$ cat config.mk
export PLATFORM = sky130hd
export DESIGN_NAME = power_sequencer
export DESIGN_NICKNAME = d
export VERILOG_FILES = /design/src/hw/pwr_seq_pkg.sv /design/src/hw/power_sequencer.sv
export VERILOG_INCLUDE_DIRS = /design/src /design/src/hw
export SDC_FILE = /design/constraint.sdc
export NUM_CORES = 2
export LEC_CHECK = 0
export ABC_AREA = 1
export BUFFER_PORTS_ARGS = -buffer_cell sky130_fd_sc_hd__clkbuf_2
export CAP_MARGIN = 20
export CORE_AREA = 5 5 305 307
export CTS_BUF_LIST = sky130_fd_sc_hd__clkbuf_2
export DETAILED_ROUTE_END_ITERATION = 8
export DIE_AREA = 0 0 310 312
export GPL_TIMING_DRIVEN = 0
export SYNTH_ARGS = -nofsm -noshare
export SYNTH_HDL_FRONTEND = slang
export SYNTH_SLANG_ARGS = --single-unit
$ cat constraint.sdc
create_clock -name mclk_in -period 22.4 [get_ports mclk_in]
set_input_delay 0 -clock mclk_in [delete_from_list [all_inputs] [get_ports mclk_in]]
set_output_delay 0 -clock mclk_in [all_outputs]
set_load 0.03 [all_outputs]
$ cat src/hw/pwr_seq_defines.svh
`ifndef PWR_SEQ_DEFINES_SVH
`define PWR_SEQ_DEFINES_SVH
// register byte offsets
`define OFS_CTRL      8'h00
`define OFS_MIN_MASK  8'h04
`define OFS_TMR_CNT   8'h08
`define OFS_TMR_MASK  8'h0C
`define OFS_ON_FLAGS  8'h10
`define OFS_RAMP      8'h14
`define OFS_STATE     8'h18
`define OFS_CLK_MAP   8'h20
`define OFS_RES_BASE  8'h40
`define RES_STRIDE    8'h08
// control field positions
`define CTRL_MODE_LSB 0
`define CTRL_MODE_MSB 1
// reset values
`define RST_MIN_MASK  32'h0000_0001
`define RST_DELAY     16'h0000
// timing: sequencer ticks once per oscillator cycle
`define TMR_W         16
`endif

$ cat src/hw/pwr_seq_pkg.sv
`default_nettype none
package pwr_seq_pkg;
    typedef enum logic [1:0] {
        MODE_ACTIVE,
        MODE_DOZE,
        MODE_DEEP_SLEEP
    } mode_t;
    typedef enum {
        ST_OFF,
        ST_ACTIVE,
        ST_DOZE,
        ST_SAVE,
        ST_SLEEP,
        ST_RESTORE
    } pwr_state_t;
    typedef struct packed {
        logic        valid;
        logic        write;
        logic [7:0]  addr;
    } bus_req_t;
    typedef struct packed {
        logic        low_power_oscillator_clock;
        logic        radio;
        logic        wlan;
        logic        ext_wake;
        logic        host_resume;
    } pins_t;
endpackage
`default_nettype wire

$ cat src/hw/power_sequencer.sv
`timescale 1ns/1ns
`default_nettype none
`include "pwr_seq_defines.svh"
// Summary of operation
// - all regulators off only when both power requests are low
// - each power request releases its own section from reset
// - buck, core and low-noise regulators on when either request is high
// - resource timers run from the low-power oscillator clock
// - requests combine clock requests, minimum mask and active request timer
// - each clock request maps to the resources producing that clock
// - four resource states; timer zero when stable, non-zero while ramping
// - a state change loads the timer with on-delay or off-delay
// - non-zero timers count down per tick; zero ends the ramp
// - zero delay switches a resource immediately without ramping
// - every tick first computes required set through dependency table
// - timer reaching zero clears ramp flag and inverts on flag
// - requested set compared with current states every tick
// - disable only enabled, unrequested resources with no powered dependents
// - enable only disabled, requested resources with all dependencies on
// - doze stops main clocks; oscillator keeps sequencer alive for wake
// - core state saved to retention storage before deep-sleep power off
// - wake events restore saved core state instead of reinitialising
// - power-down has all regulators off until requests re-enable them
// - in shutdown outputs are tristated and inputs disabled
// - power-on from shutdown is a cold start with nothing retained
// - active mode gates unused clocks and picks slowest adequate speed
module power_sequencer
    import pwr_seq_pkg::*;
#(
    parameter int NUM_RES = 8,
    parameter int NUM_CLK = 4,
    parameter int RET_W   = 32
)(
    // clock and reset
    input  wire logic               mclk_in,
    input  wire logic               rst_in,
    // AHB-Lite slave
    input  wire logic               hsel_in,
    input  wire logic [31:0]        haddr_in,
    input  wire logic [1:0]         htrans_in,
    input  wire logic               hwrite_in,
    input  wire logic [2:0]         hsize_in,
    input  wire logic [31:0]        hwdata_in,
    input  wire logic               hready_in,
    output logic [31:0]             hrdata_out,
    output logic                    hreadyout_out,
    output logic                    hresp_out,
    // pins
    input  wire logic               low_power_oscillator_clock_in,
    input  wire logic               radio_power_request_in,
    input  wire logic               wlan_power_request_in,
    input  wire logic               ext_wake_in,
    input  wire logic               host_resume_in,
    // core side
    input  wire logic [NUM_CLK-1:0] clk_req_in,
    input  wire logic [RET_W-1:0]   core_state_in,
    output logic [RET_W-1:0]        core_state_out,
    output logic                    core_restore_out,
    // power control
    output logic                    core_buck_regulator_en_out,
    output logic                    core_linear_regulator_en_out,
    output logic                    low_noise_linear_regulator_en_out,
    output logic                    radio_rst_out,
    output logic                    wlan_rst_out,
    output logic [NUM_RES-1:0]      resource_en_out,
    output logic                    core_power_en_out,
    output logic                    main_clk_en_out,
    output logic [NUM_CLK-1:0]      clk_gate_en_out,
    output logic [1:0]              clk_speed_out,
    output logic                    io_oe_n_out,
    output logic                    input_en_out
);

    initial
    begin
        if (NUM_RES < 1 || NUM_RES > 8 || NUM_CLK < 1 || NUM_CLK > 4 || RET_W < 1 || RET_W > 32)
            $error("power_sequencer: parameters out of range");
    end

    ////////////////////////////////////////////////////////////////////////
    // pin synchronisers: a change counts once stages two and three agree
    pins_t pin_raw;
    pins_t s1_ff, s2_ff, s3_ff, pin_ff;
    assign pin_raw = '{low_power_oscillator_clock: low_power_oscillator_clock_in, radio: radio_power_request_in,
                       wlan: wlan_power_request_in, ext_wake: ext_wake_in,
                       host_resume: host_resume_in};

    always_ff @(posedge mclk_in)
    begin
        if (rst_in)
        begin
            s1_ff  <= '0;
            s2_ff  <= '0;
            s3_ff  <= '0;
            pin_ff <= '0;
        end
        else
        begin
            s1_ff  <= pin_raw;
            s2_ff  <= s1_ff;
            s3_ff  <= s2_ff;
            pin_ff <= (~(s2_ff ^ s3_ff) & s3_ff) | ((s2_ff ^ s3_ff) & pin_ff);
        end
    end

    logic lpo_old_ff;
    logic tick;
    logic any_req;
    logic cold;
    always_ff @(posedge mclk_in)
    begin
        if (rst_in)
            lpo_old_ff <= 1'b0;
        else
            lpo_old_ff <= pin_ff.low_power_oscillator_clock;
    end
    assign tick = pin_ff.low_power_oscillator_clock & ~lpo_old_ff;
    assign any_req = pin_ff.radio | pin_ff.wlan;
    assign cold = rst_in | ~any_req;

    ////////////////////////////////////////////////////////////////////////
    // register file
    bus_req_t               req_ff;
    logic [1:0]             mode_ff;
    logic [NUM_RES-1:0]     min_mask_ff;
    logic [`TMR_W-1:0]      tcnt_ff;
    logic [NUM_RES-1:0]     tmask_ff;
    logic [NUM_RES-1:0]     clk_map_ff [NUM_CLK];
    logic [`TMR_W-1:0]      on_dly_ff  [NUM_RES];
    logic [`TMR_W-1:0]      off_dly_ff [NUM_RES];
    logic [NUM_RES-1:0]     dep_ff     [NUM_RES];
    logic [NUM_RES-1:0]     on_ff, ramp_ff;
    pwr_state_t             st_ff;
    logic                   wake;
    logic                   wr;
    logic                   tmr_expire;

    assign wr = req_ff.valid & req_ff.write;
    assign hreadyout_out = 1'b1;
    assign hresp_out = 1'b0;

    always_ff @(posedge mclk_in)
    begin
        if (rst_in)
            req_ff <= '0;
        else if (hready_in)
            req_ff <= '{valid: hsel_in & htrans_in[1] & (hsize_in == 3'h2),
                        write: hwrite_in, addr: haddr_in[7:0]};
    end

    always_ff @(posedge mclk_in)
    begin
        if (cold)
        begin
            min_mask_ff <= NUM_RES'(`RST_MIN_MASK);
            tmask_ff    <= '0;
        end
        else if (wr && req_ff.addr == `OFS_MIN_MASK)
            min_mask_ff <= hwdata_in[NUM_RES-1:0];
        else if (wr && req_ff.addr == `OFS_TMR_MASK)
            tmask_ff <= hwdata_in[NUM_RES-1:0];
    end

    // a wake overrides a simultaneous mode write
    always_ff @(posedge mclk_in)
    begin
        if (cold)
            mode_ff <= MODE_ACTIVE;
        else if (wake)
            mode_ff <= MODE_ACTIVE;
        else if (wr && req_ff.addr == `OFS_CTRL)
            mode_ff <= hwdata_in[`CTRL_MODE_MSB:`CTRL_MODE_LSB];
    end

    // request timer counts ticks while non-zero
    always_ff @(posedge mclk_in)
    begin
        if (cold)
            tcnt_ff <= '0;
        else if (wr && req_ff.addr == `OFS_TMR_CNT)
            tcnt_ff <= hwdata_in[`TMR_W-1:0];
        else if (tick && tcnt_ff != '0)
            tcnt_ff <= tcnt_ff - 1'b1;
    end
    assign tmr_expire = tick && tcnt_ff == `TMR_W'(1);

    genvar g;
    generate
        for (g = 0; g < NUM_RES; g++)
        begin : g_res_regs
            always_ff @(posedge mclk_in)
            begin
                if (cold)
                begin
                    on_dly_ff[g]  <= `RST_DELAY;
                    off_dly_ff[g] <= `RST_DELAY;
                    dep_ff[g]     <= '0;
                end
                else if (wr && req_ff.addr == 8'(`OFS_RES_BASE + g * `RES_STRIDE))
                begin
                    on_dly_ff[g]  <= hwdata_in[15:0];
                    off_dly_ff[g] <= hwdata_in[31:16];
                end
                else if (wr && req_ff.addr == 8'(`OFS_RES_BASE + g * `RES_STRIDE + 4))
                    dep_ff[g] <= hwdata_in[NUM_RES-1:0] & ~(NUM_RES'(1) << g);
            end
        end
        for (g = 0; g < NUM_CLK; g++)
        begin : g_clk_regs
            always_ff @(posedge mclk_in)
            begin
                if (cold)
                    clk_map_ff[g] <= '0;
                else if (wr && req_ff.addr == 8'(`OFS_CLK_MAP + 4 * g))
                    clk_map_ff[g] <= hwdata_in[NUM_RES-1:0];
            end
        end
    endgenerate

    logic [31:0] nxt_rdata;
    always_comb
    begin
        nxt_rdata = 32'h0000_0000;
        case (haddr_in[7:0])
            `OFS_CTRL:     nxt_rdata[1:0] = mode_ff;
            `OFS_MIN_MASK: nxt_rdata[NUM_RES-1:0] = min_mask_ff;
            `OFS_TMR_CNT:  nxt_rdata[`TMR_W-1:0] = tcnt_ff;
            `OFS_TMR_MASK: nxt_rdata[NUM_RES-1:0] = tmask_ff;
            `OFS_ON_FLAGS: nxt_rdata[NUM_RES-1:0] = on_ff;
            `OFS_RAMP:     nxt_rdata[NUM_RES-1:0] = ramp_ff;
            `OFS_STATE:    nxt_rdata[2:0] = 3'(st_ff);
            default:
            begin
                for (int c = 0; c < NUM_CLK; c++)
                    if (haddr_in[7:0] == 8'(`OFS_CLK_MAP + 4 * c))
                        nxt_rdata[NUM_RES-1:0] = clk_map_ff[c];
                for (int r = 0; r < NUM_RES; r++)
                begin
                    if (haddr_in[7:0] == 8'(`OFS_RES_BASE + r * `RES_STRIDE))
                        nxt_rdata = {off_dly_ff[r], on_dly_ff[r]};
                    if (haddr_in[7:0] == 8'(`OFS_RES_BASE + r * `RES_STRIDE + 4))
                        nxt_rdata[NUM_RES-1:0] = dep_ff[r];
                end
            end
        endcase
    end

    always_ff @(posedge mclk_in)
    begin
        if (rst_in)
            hrdata_out <= 32'h0000_0000;
        else if (hready_in && hsel_in && htrans_in[1] && !hwrite_in)
            hrdata_out <= nxt_rdata;
    end

    ////////////////////////////////////////////////////////////////////////
    // resource sequencer
    logic [NUM_RES-1:0] direct_req, need;
    always_comb
    begin
        direct_req = min_mask_ff | (tcnt_ff != '0 ? tmask_ff : '0);
        for (int c = 0; c < NUM_CLK; c++)
            if (clk_req_in[c])
                direct_req = direct_req | clk_map_ff[c];
        need = direct_req;
        for (int k = 0; k < NUM_RES; k++)
            for (int r = 0; r < NUM_RES; r++)
                if (need[r])
                    need = need | dep_ff[r];
    end

    logic [`TMR_W-1:0] tmr_ff [NUM_RES];
    generate
        for (g = 0; g < NUM_RES; g++)
        begin : g_seq
            logic deps_on;
            logic dependents_up;
            always_comb
            begin
                dependents_up = 1'b0;
                for (int j = 0; j < NUM_RES; j++)
                    if (dep_ff[j][g] && (on_ff[j] || ramp_ff[j]))
                        dependents_up = 1'b1;
            end
            assign deps_on = (dep_ff[g] & ~(on_ff & ~ramp_ff)) == '0;

            always_ff @(posedge mclk_in)
            begin
                if (cold)
                begin
                    tmr_ff[g]  <= '0;
                    on_ff[g]   <= 1'b0;
                    ramp_ff[g] <= 1'b0;
                end
                else if (tick)
                begin
                    if (tmr_ff[g] != '0)
                    begin
                        tmr_ff[g] <= tmr_ff[g] - 1'b1;
                        if (tmr_ff[g] == `TMR_W'(1))
                        begin
                            ramp_ff[g] <= 1'b0;
                            on_ff[g]   <= ~on_ff[g];
                        end
                    end
                    else if (on_ff[g] && !need[g] && !dependents_up)
                    begin
                        if (off_dly_ff[g] == '0)
                            on_ff[g] <= 1'b0;
                        else
                        begin
                            tmr_ff[g]  <= off_dly_ff[g];
                            ramp_ff[g] <= 1'b1;
                        end
                    end
                    else if (!on_ff[g] && need[g] && deps_on)
                    begin
                        if (on_dly_ff[g] == '0)
                            on_ff[g] <= 1'b1;
                        else
                        begin
                            tmr_ff[g]  <= on_dly_ff[g];
                            ramp_ff[g] <= 1'b1;
                        end
                    end
                end
            end

            chk_ramp_timer: assert property (@(posedge mclk_in) disable iff (rst_in)
                (ramp_ff[g] == (tmr_ff[g] != '0)))
                else $error("ramp flag and timer disagree");
            chk_timer_step: assert property (@(posedge mclk_in) disable iff (cold)
                (tick && tmr_ff[g] > `TMR_W'(1)) |=> (tmr_ff[g] == $past(tmr_ff[g]) - 1'b1))
                else $error("timer did not decrement by one");
            chk_flip_zero: assert property (@(posedge mclk_in) disable iff (cold)
                (tick && tmr_ff[g] == `TMR_W'(1)) |=> (on_ff[g] != $past(on_ff[g]) && !ramp_ff[g]))
                else $error("state not inverted at timer end");
            chk_enable_deps: assert property (@(posedge mclk_in) disable iff (cold)
                (!on_ff[g] && !ramp_ff[g]) ##1 (on_ff[g] || ramp_ff[g]) |-> $past(deps_on && need[g]))
                else $error("enable started without dependencies");
            chk_disable_ok: assert property (@(posedge mclk_in) disable iff (cold)
                (on_ff[g] && !ramp_ff[g]) ##1 (!on_ff[g] || ramp_ff[g]) |->
                $past(!need[g] && !dependents_up))
                else $error("disable started while still needed");
        end
    endgenerate
    assign resource_en_out = on_ff;

    ////////////////////////////////////////////////////////////////////////
    // power state machine
    logic [RET_W-1:0] ret_mem [1];
    pwr_state_t       nxt_st;
    assign wake = tmr_expire | pin_ff.ext_wake | pin_ff.host_resume;

    always_comb
    begin
        nxt_st = st_ff;
        unique case (st_ff)
            ST_OFF:     nxt_st = ST_ACTIVE;
            ST_ACTIVE:
            begin
                if (mode_ff == MODE_DOZE)
                    nxt_st = ST_DOZE;
                else if (mode_ff == MODE_DEEP_SLEEP)
                    nxt_st = ST_SAVE;
            end
            ST_DOZE:    nxt_st = (wake || mode_ff == MODE_ACTIVE) ? ST_ACTIVE : ST_DOZE;
            ST_SAVE:    nxt_st = ST_SLEEP;
            ST_SLEEP:   nxt_st = (wake || mode_ff == MODE_ACTIVE) ? ST_RESTORE : ST_SLEEP;
            ST_RESTORE: nxt_st = ST_ACTIVE;
        endcase
    end

    always_ff @(posedge mclk_in)
    begin
        if (cold)
            st_ff <= ST_OFF;
        else
            st_ff <= nxt_st;
    end

    always_ff @(posedge mclk_in)
    begin
        if (cold)
            ret_mem[0] <= '0;
        else if (st_ff == ST_SAVE)
            ret_mem[0] <= core_state_in;
    end
    assign core_state_out   = ret_mem[0];
    assign core_restore_out = (st_ff == ST_RESTORE);

    assign core_buck_regulator_en_out        = any_req;
    assign core_linear_regulator_en_out      = any_req;
    assign low_noise_linear_regulator_en_out = any_req;
    assign radio_rst_out = ~pin_ff.radio;
    assign wlan_rst_out  = ~pin_ff.wlan;
    assign io_oe_n_out  = ~any_req;
    assign input_en_out = any_req;
    // doze and sleep stop main clocks
    assign main_clk_en_out   = st_ff inside {ST_ACTIVE, ST_SAVE, ST_RESTORE};
    // gated by the requests so core power drops in the same cycle as the regulators
    assign core_power_en_out = any_req && st_ff != ST_SLEEP && st_ff != ST_OFF;

    // gate unused clocks; slowest adequate speed
    always_comb
    begin
        clk_gate_en_out = (st_ff == ST_ACTIVE) ? clk_req_in : '0;
        clk_speed_out   = 2'h0;
        for (int c = 0; c < NUM_CLK; c++)
            if (clk_gate_en_out[c])
                clk_speed_out = 2'(c);
    end

    chk_regs_off: assert property (@(posedge mclk_in) disable iff (rst_in)
        (!pin_ff.radio && !pin_ff.wlan) |-> !core_buck_regulator_en_out && !core_power_en_out)
        else $error("regulator on with both requests low");
    chk_save_first: assert property (@(posedge mclk_in) disable iff (cold)
        (st_ff == ST_SLEEP && $past(st_ff) != ST_SLEEP) |-> $past(st_ff) == ST_SAVE
        && ret_mem[0] == $past(core_state_in))
        else $error("sleep entered without saving state");
    chk_doze_clock: assert property (@(posedge mclk_in) disable iff (cold)
        (st_ff == ST_DOZE && wake) |=> main_clk_en_out)
        else $error("doze wake did not restart clocks");
    chk_wake_restore: assert property (@(posedge mclk_in) disable iff (cold)
        (st_ff == ST_SLEEP && wake) |=> core_restore_out ##1 st_ff == ST_ACTIVE)
        else $error("deep-sleep wake did not restore");
    chk_cold_clear: assert property (@(posedge mclk_in) disable iff (rst_in)
        !any_req |=> on_ff == '0 && ret_mem[0] == '0)
        else $error("state kept across shutdown");
    chk_sect_reset: assert property (@(posedge mclk_in) disable iff (rst_in)
        (wlan_rst_out == !pin_ff.wlan) && (radio_rst_out == !pin_ff.radio))
        else $error("section reset wrong");

    cov_ramp_up: cover property (@(posedge mclk_in) disable iff (cold)
        ramp_ff[0] && !on_ff[0] ##[1:300] on_ff[0] && !ramp_ff[0]);
    cov_doze: cover property (@(posedge mclk_in) disable iff (cold)
        st_ff == ST_DOZE ##1 st_ff == ST_ACTIVE);
    cov_sleep: cover property (@(posedge mclk_in) disable iff (cold)
        st_ff == ST_SAVE ##1 st_ff == ST_SLEEP);

endmodule // power_sequencer
`default_nettype wire

After elaboration in Yosys (flattened, before gate mapping)
Memory sizes are Yosys's and may differ from the RTL's.
Cells that the tools add are included.
{"block": "classes", "add_sub_neg": 9, "eq_ne": 103, "n_mux": 531, "bitwise": 158, "n_reduce_logical": 240}
{"cell": "two-way mux 8 bit", "n": 93}
{"cell": "two-way mux 16 bit", "n": 43}
{"cell": "OR 8 bit", "n": 69}
{"cell": "two-way mux 32 bit", "n": 14}
{"cell": "two-way mux 1 bit", "n": 372}
{"cell": "== test 8 x 7 -> 1 bit (second input constant)", "n": 32}
{"cell": "logical NOT 16 bit", "n": 16}
{"cell": "one-hot mux 32 bit (5 select lines)", "n": 1}
{"cell": "== test 16 x 1 -> 1 bit (second input constant)", "n": 9}
{"cell": "nonzero test 16 bit", "n": 9}
{"cell": "subtractor 16 x 1 -> 16 bit (second input constant)", "n": 9}
{"cell": "logical AND 1 bit", "n": 127}
{"cell": "== test 32 x 2 -> 1 bit (second input constant)", "n": 3}
{"cell": "== test 32 x 3 -> 1 bit (second input constant)", "n": 3}
{"cell": "logical NOT 8 bit", "n": 10}
{"cell": "AND reduction 5 bit", "n": 16}
{"cell": "bitwise AND 8 bit", "n": 9}
{"cell": "== test 8 x 6 -> 1 bit (second input constant)", "n": 8}
{"cell": "OR 1 bit", "n": 56}
{"cell": "!= test 3 bit (second input constant)", "n": 17}
{"cell": "nonzero test 3 bit", "n": 17}
{"cell": "== test 32 x 1 -> 1 bit (second input constant)", "n": 1}
{"cell": "== test 32 x 4 -> 1 bit (second input constant)", "n": 1}
{"cell": "== test 8 x 4 -> 1 bit (second input constant)", "n": 4}
{"cell": "32 further kinds", "n": 102}
{"block": "totals", "ff_bits": 145, "ramBits": 512, "in_bits": 115, "out_inout_bits": 90, "word_cells": 1093, "mem_count": 6}
{"memory": "off_dly_ff", "words": 8, "word_bits": 16, "rd": 8, "rd_clocked_by_memory_dff": 0, "write_ports": 8, "line": "power_sequencer.sv:130", "rtl": "logic [`TMR_W-1:0] off_dly_ff [NUM_RES];"}
{"memory": "on_dly_ff", "words": 8, "word_bits": 16, "rd": 8, "rd_clocked_by_memory_dff": 0, "write_ports": 8, "line": "power_sequencer.sv:129", "rtl": "logic [`TMR_W-1:0] on_dly_ff [NUM_RES];"}
{"memory": "tmr_ff", "words": 8, "word_bits": 16, "rd": 8, "rd_clocked_by_memory_dff": 0, "write_ports": 8, "line": "power_sequencer.sv:272", "rtl": "logic [`TMR_W-1:0] tmr_ff [NUM_RES];"}
{"memory": "dep_ff", "words": 8, "word_bits": 8, "rd": 8, "rd_clocked_by_memory_dff": 0, "write_ports": 8, "line": "power_sequencer.sv:131", "rtl": "logic [NUM_RES-1:0] dep_ff [NUM_RES];"}
{"memory": "clk_map_ff", "words": 4, "word_bits": 8, "rd": 4, "rd_clocked_by_memory_dff": 0, "write_ports": 4, "line": "power_sequencer.sv:128", "rtl": "logic [NUM_RES-1:0] clk_map_ff [NUM_CLK];"}
{"memory": "ret_mem", "words": 1, "word_bits": 32, "rd": 1, "rd_clocked_by_memory_dff": 0, "write_ports": 1, "line": "power_sequencer.sv:351", "rtl": "logic [RET_W-1:0] ret_mem [1];"}

Depth between registers and ports, before layout
{"block": "logic_depth", "ltp_word": 149, "mapped_depth": 113, "depth_no_buf": 113}

Least setup slack after synthesis
OpenSTA, ideal clock, no wires.
{"block": "synth_path", "path_type": "register to register", "start": "reg tcnt_ff[0]", "end": "mem tmr_ff[1][0] in the netlist's numbering, enable pin", "setup_ns": 0.416, "arrival_time_ns": 8.919, "t_required_ns": 21.984, "path_slack_ns": 13.065, "path_stages_with_launch": 87, "path_buffers": 1, "synth_period_minus_slack_ns": 9.335, "path_cell_list": "dfxtp_1 inv_1 ha_1 nand2_1 nor2_2 nand2_4 nand2_4 nand2_4 nand2_2 nand2_4 a21oi_2 nand2_4 nand2_2 nand2_4 a21oi_2 nand2_4 nand2_2 nand2_4 [51 not listed] nand2_4 nand2_2 nand2_4 nand2_4 nand2_4 nand2_2 nand2_4 nand2_4 nand2_4 nand2_4 nand2_8 nand2_2 nand3_2 nand3_1 nor2_1 nand2_1 buf_2 nand3_1"}
{"element": "from (decl)", "line": "power_sequencer.sv:126", "rtl": "logic [`TMR_W-1:0] tcnt_ff;"}
{"element": "from (signal assigned)", "line": "power_sequencer.sv:181", "rtl": "tcnt_ff <= hwdata_in[`TMR_W-1:0];"}
{"element": "from (signal assigned)", "line": "power_sequencer.sv:183", "rtl": "tcnt_ff <= tcnt_ff - 1'b1;"}
{"element": "to (decl)", "line": "power_sequencer.sv:272"}

==> implementation parameters <==
Parameter                              Value

Outcome
  Run status    complete, no violations

Synthesis
  Main flop type after synthesis    edfxtp_1
  Combined area of all synthesized cells    around 36000 um2
  Number of distinct standard cells referenced by the synthesized netlist    63
  Ys async rst share    0%
  Number of instances in the synthesized netlist    4275
  Dominant cells by area after synthesis    edfxtp_1 43%, nand2_1 8.5%, nor2_1 7.6%
  Average cell area after synthesis    between 8 and 9 um2
  Flops & latches, synth    a little over 600
  Total nets after synthesis    4411
  Cell taking the most area after synthesis    edfxtp_1
  Total number of yosys warnings    0
  Most numerous cell in the Yosys netlist    nand2_1
  Number of enable flip-flop cells after synthesis    504
  Post-synth top area share    42.5%
  Sequential cell area fraction in the yosys report    roughly half
  Top cells by count, synth    809 x nand2_1, 716 x nor2_1, 504 x edfxtp_1, 431 x inv_1, 249 x a21oi_1

Floorplan
  Initial standard-cell utilization of the core    39.6%
  Std-Cell Rows    110
  Core Area    between 80000 and 90000 um2
  Die Area    96700 um2
  Horiz. Die Dim    310 um
  Total I/O pin count    between 200 and 250
  Die height    312 um

Timing
  Total negative slack    0 ns
  Share of the clock period used by the worst path after layout    between 50% and 60%
  Endpoints failing hold    0
  Worst slew margin    16.3%
  Max Transition Viols Final    0
  Achievable frequency    ~84 MHz
  Final critical-path required period    11.88 ns
  Min setup slack post-route    roughly 11 ns
  Least-Margin Pin Slew    1.24 ns
  Unrepaired setup endpoints after global routing    no
  # setup viols final    0
  Clock tree skew after final layout    0.136 ns

Route
  Routed WL per cell    25.8 um
  Detailed-routed wire length on met2    69500 um
  Iter 0 DRT Violations    5498
  Routed vias    between 30000 and 40000
  Detailed Routing Iterations Pass 1    6
  Remaining routing DRC violations    0
  Met3 WL post-DR    19300 um
  Post-DR vias/cell    5.85
  Wire length the detailed router placed on met1    61400 um
  Total wirelength of the detailed-routed design    around 160000 um
  Antenna Nets Post-Route    0
  Highest signal layer in the routed design    met5

Global route
  Maximum number of pins on one net before global-route repair    33
  Total global routing overflow    0
  First-pass GRT wire length    ~230000 um
  GR Util All Layers    32.2%
  Via count of the first global-routing pass    34400
  Antenna violations before repair    5

CTS
  Reg clk slew, reported paths    0.11 ns
  CTS tree    yes
  Bufs on Longest Clock Path    3
  TritonCTS sink count    620
  H-tree level count    4
  Inserted Clock Buffers    167
  Root Buffer Master    clkbuf_2
  Number of gates given a new drive strength after cts    0
  Insertion delay of the later-clocked pin in the worst-skew pair    about 1.5 ns

Worst setup path
  Critical path capture point type    flip-flop
  Endpoint of the lowest-slack register-to-register path    tmr_ff[1][14]
  Number of cell instances on the worst register-to-register path    ~110
  Worst path slowest cell    nand3_1
  Worst Path Max Fanout    16
  Most frequent cell on the critical path    nand2_4
  Launch instance of the worst register-to-register path    tcnt_ff[0]
  Register-to-register setup slack    10.52 ns
  Critical path arrival    12.77 ns
  Startpoint kind of the worst setup timing path    flip-flop
  Required time at the endpoint of the critical path    roughly 23 ns
  Largest stage delay on the critical path    between 0.6 and 0.7 ns
  Crit Path Class    reg -> reg

Cells and area
  Filler-free cell count of the finished design    about 6200
  Fraction of layout instances using a drive strength above 1    around 15%
  Area added between synthesis and finish    20.1%
  Nets@finish    5053

Worst hold path
  Worst min path class    in -> reg
  Worst hold path cell count    5
  Hold endpoint    mode_ff[0]
  Min-Delay Startpoint    hwdata_in[0]

Placed design
  DP Wirelength    117000 um
  Number of cells after detailed placement    5644
  Final RePlAce weighted congestion    1.06
  Pre-CTS setup slack    10.83 ns
  Quantity of I/O buffers inserted on ports    172

Power and ir drop
  Worst vdd ir    0.0429 mV
  Cell leakage power    18.9 nW
  Pwr Density    52.5 nW/um2

Job
  Max cap viols    0
[state kept, by name, summed over array words and instances, names as in the netlist, named ones only]
register and flops:
off_dly_ff 128, on_dly_ff 128, tmr_ff 128, dep_ff 56, clk_map_ff 32, hrdata_out 32
ret_mem 32, tcnt_ff 16, req_ff 10, min_mask_ff 8, ramp_ff 8, resource_en_out 8
tmask_ff 8, s1_ff 5, s2_ff 5, s3_ff 5, st_ff 3, mode_ff 2
lpo_old_ff 1
[power by group]
part / switching [mW] / total, mW / internal, mW
sequential: 0.00646 / 1.24 / 1.23
clock: 0.518 / 0.853 / 0.335
combinational: 0.0940 / 0.149 / 0.0548
[cell families after synthesis]
group                    synth area share, %
XOR/XNOR                                2.19
buffers and inverters                   7.21
flip-flops                              49.1
other                                 0.0211
adder cells (fa/ha/maj)                0.739
AO/OA/AOI/OAI                           14.2
AND/OR/NAND/NOR                         26.5
[worst max-delay path, delay by kind of cell (launching register included)]
kind | cells | cell delay (ns)
compound gates | 1 | 0.10
buf+inv | 1 | 0.13
flops | 1 | 0.38
fa+ha+maj | 1 | 0.22
simple gates | 105 | 10.48
[cell usage in the layout (no fill, tap or decap), drive strengths merged, types with 75 or more instances in the layout]
master / instances
nand2: 920
nor2: 727
clkbuf: 543
edfxtp: 504
inv: 452
a21oi: 296
dlygate4sd3: 278
o21ai: 262
nand3: 175
dfxtp: 116
o211ai: 82
nor4: 80
nor3: 75
[metrics by stage]
step | hold WS (ns) | util (%) | cell area, um2 | total power, mW
after detailed placement | 0.205 | 42.7 | 38300 | 1.38
after global routing | 0.161 | 47.6 | 42700 | 2.31
after global placement | 0.200 | 42.2 | 37900 | 1.37
after CTS | 0.0231 | 47.6 | 42700 | 2.24
final | 0.217 | 47.6 | 42700 | 2.24
after floorplan | 0.107 | - | 35600 | 1.33
[metal layers]
metal | global-route usage, % | vias up
met2 | 48.5 | 2618
li1 | - | 16000
met1 | 42.8 | 17200
met5 | 0 | -
met3 | 7.92 | 584
met4 | 17.3 | 2
[worst max path at each step]
stage / from / endpoint / slack [ns] / cells past startpoint
floorplan: tcnt_ff[0] / tmr_ff[1][0] / 13.06 / 86
global placement: tcnt_ff[0] / tmr_ff[1][17] / 10.84 / 108
detailed placement: tcnt_ff[0] / tmr_ff[1][12] / 10.83 / 108
CTS: tcnt_ff[0] / tmr_ff[1][1] / 10.70 / 108
global route: tcnt_ff[0] / tmr_ff[0][14] / 9.83 / 109
finish: tcnt_ff[0] / tmr_ff[1][14] / 10.52 / 108
[layout make-up]
type                    count  area [um2]
plain buffers             169         800
clock inverters            49         294
diodes                      5        12.5
repair buffers            473        4020
fillers                  8796       47000
multi-input cells        3015       15600
inverters                 471        1770
clock buffers             251        1260
flip-flops and latches    620       17500
well taps                1176        1470
[timing repair]
action,in CTS,in global routing
buffers inserted,0,0
endpoints found under the hold margin,490,0
hold buffers,278,0
Power figures use the tool's default switching activity.
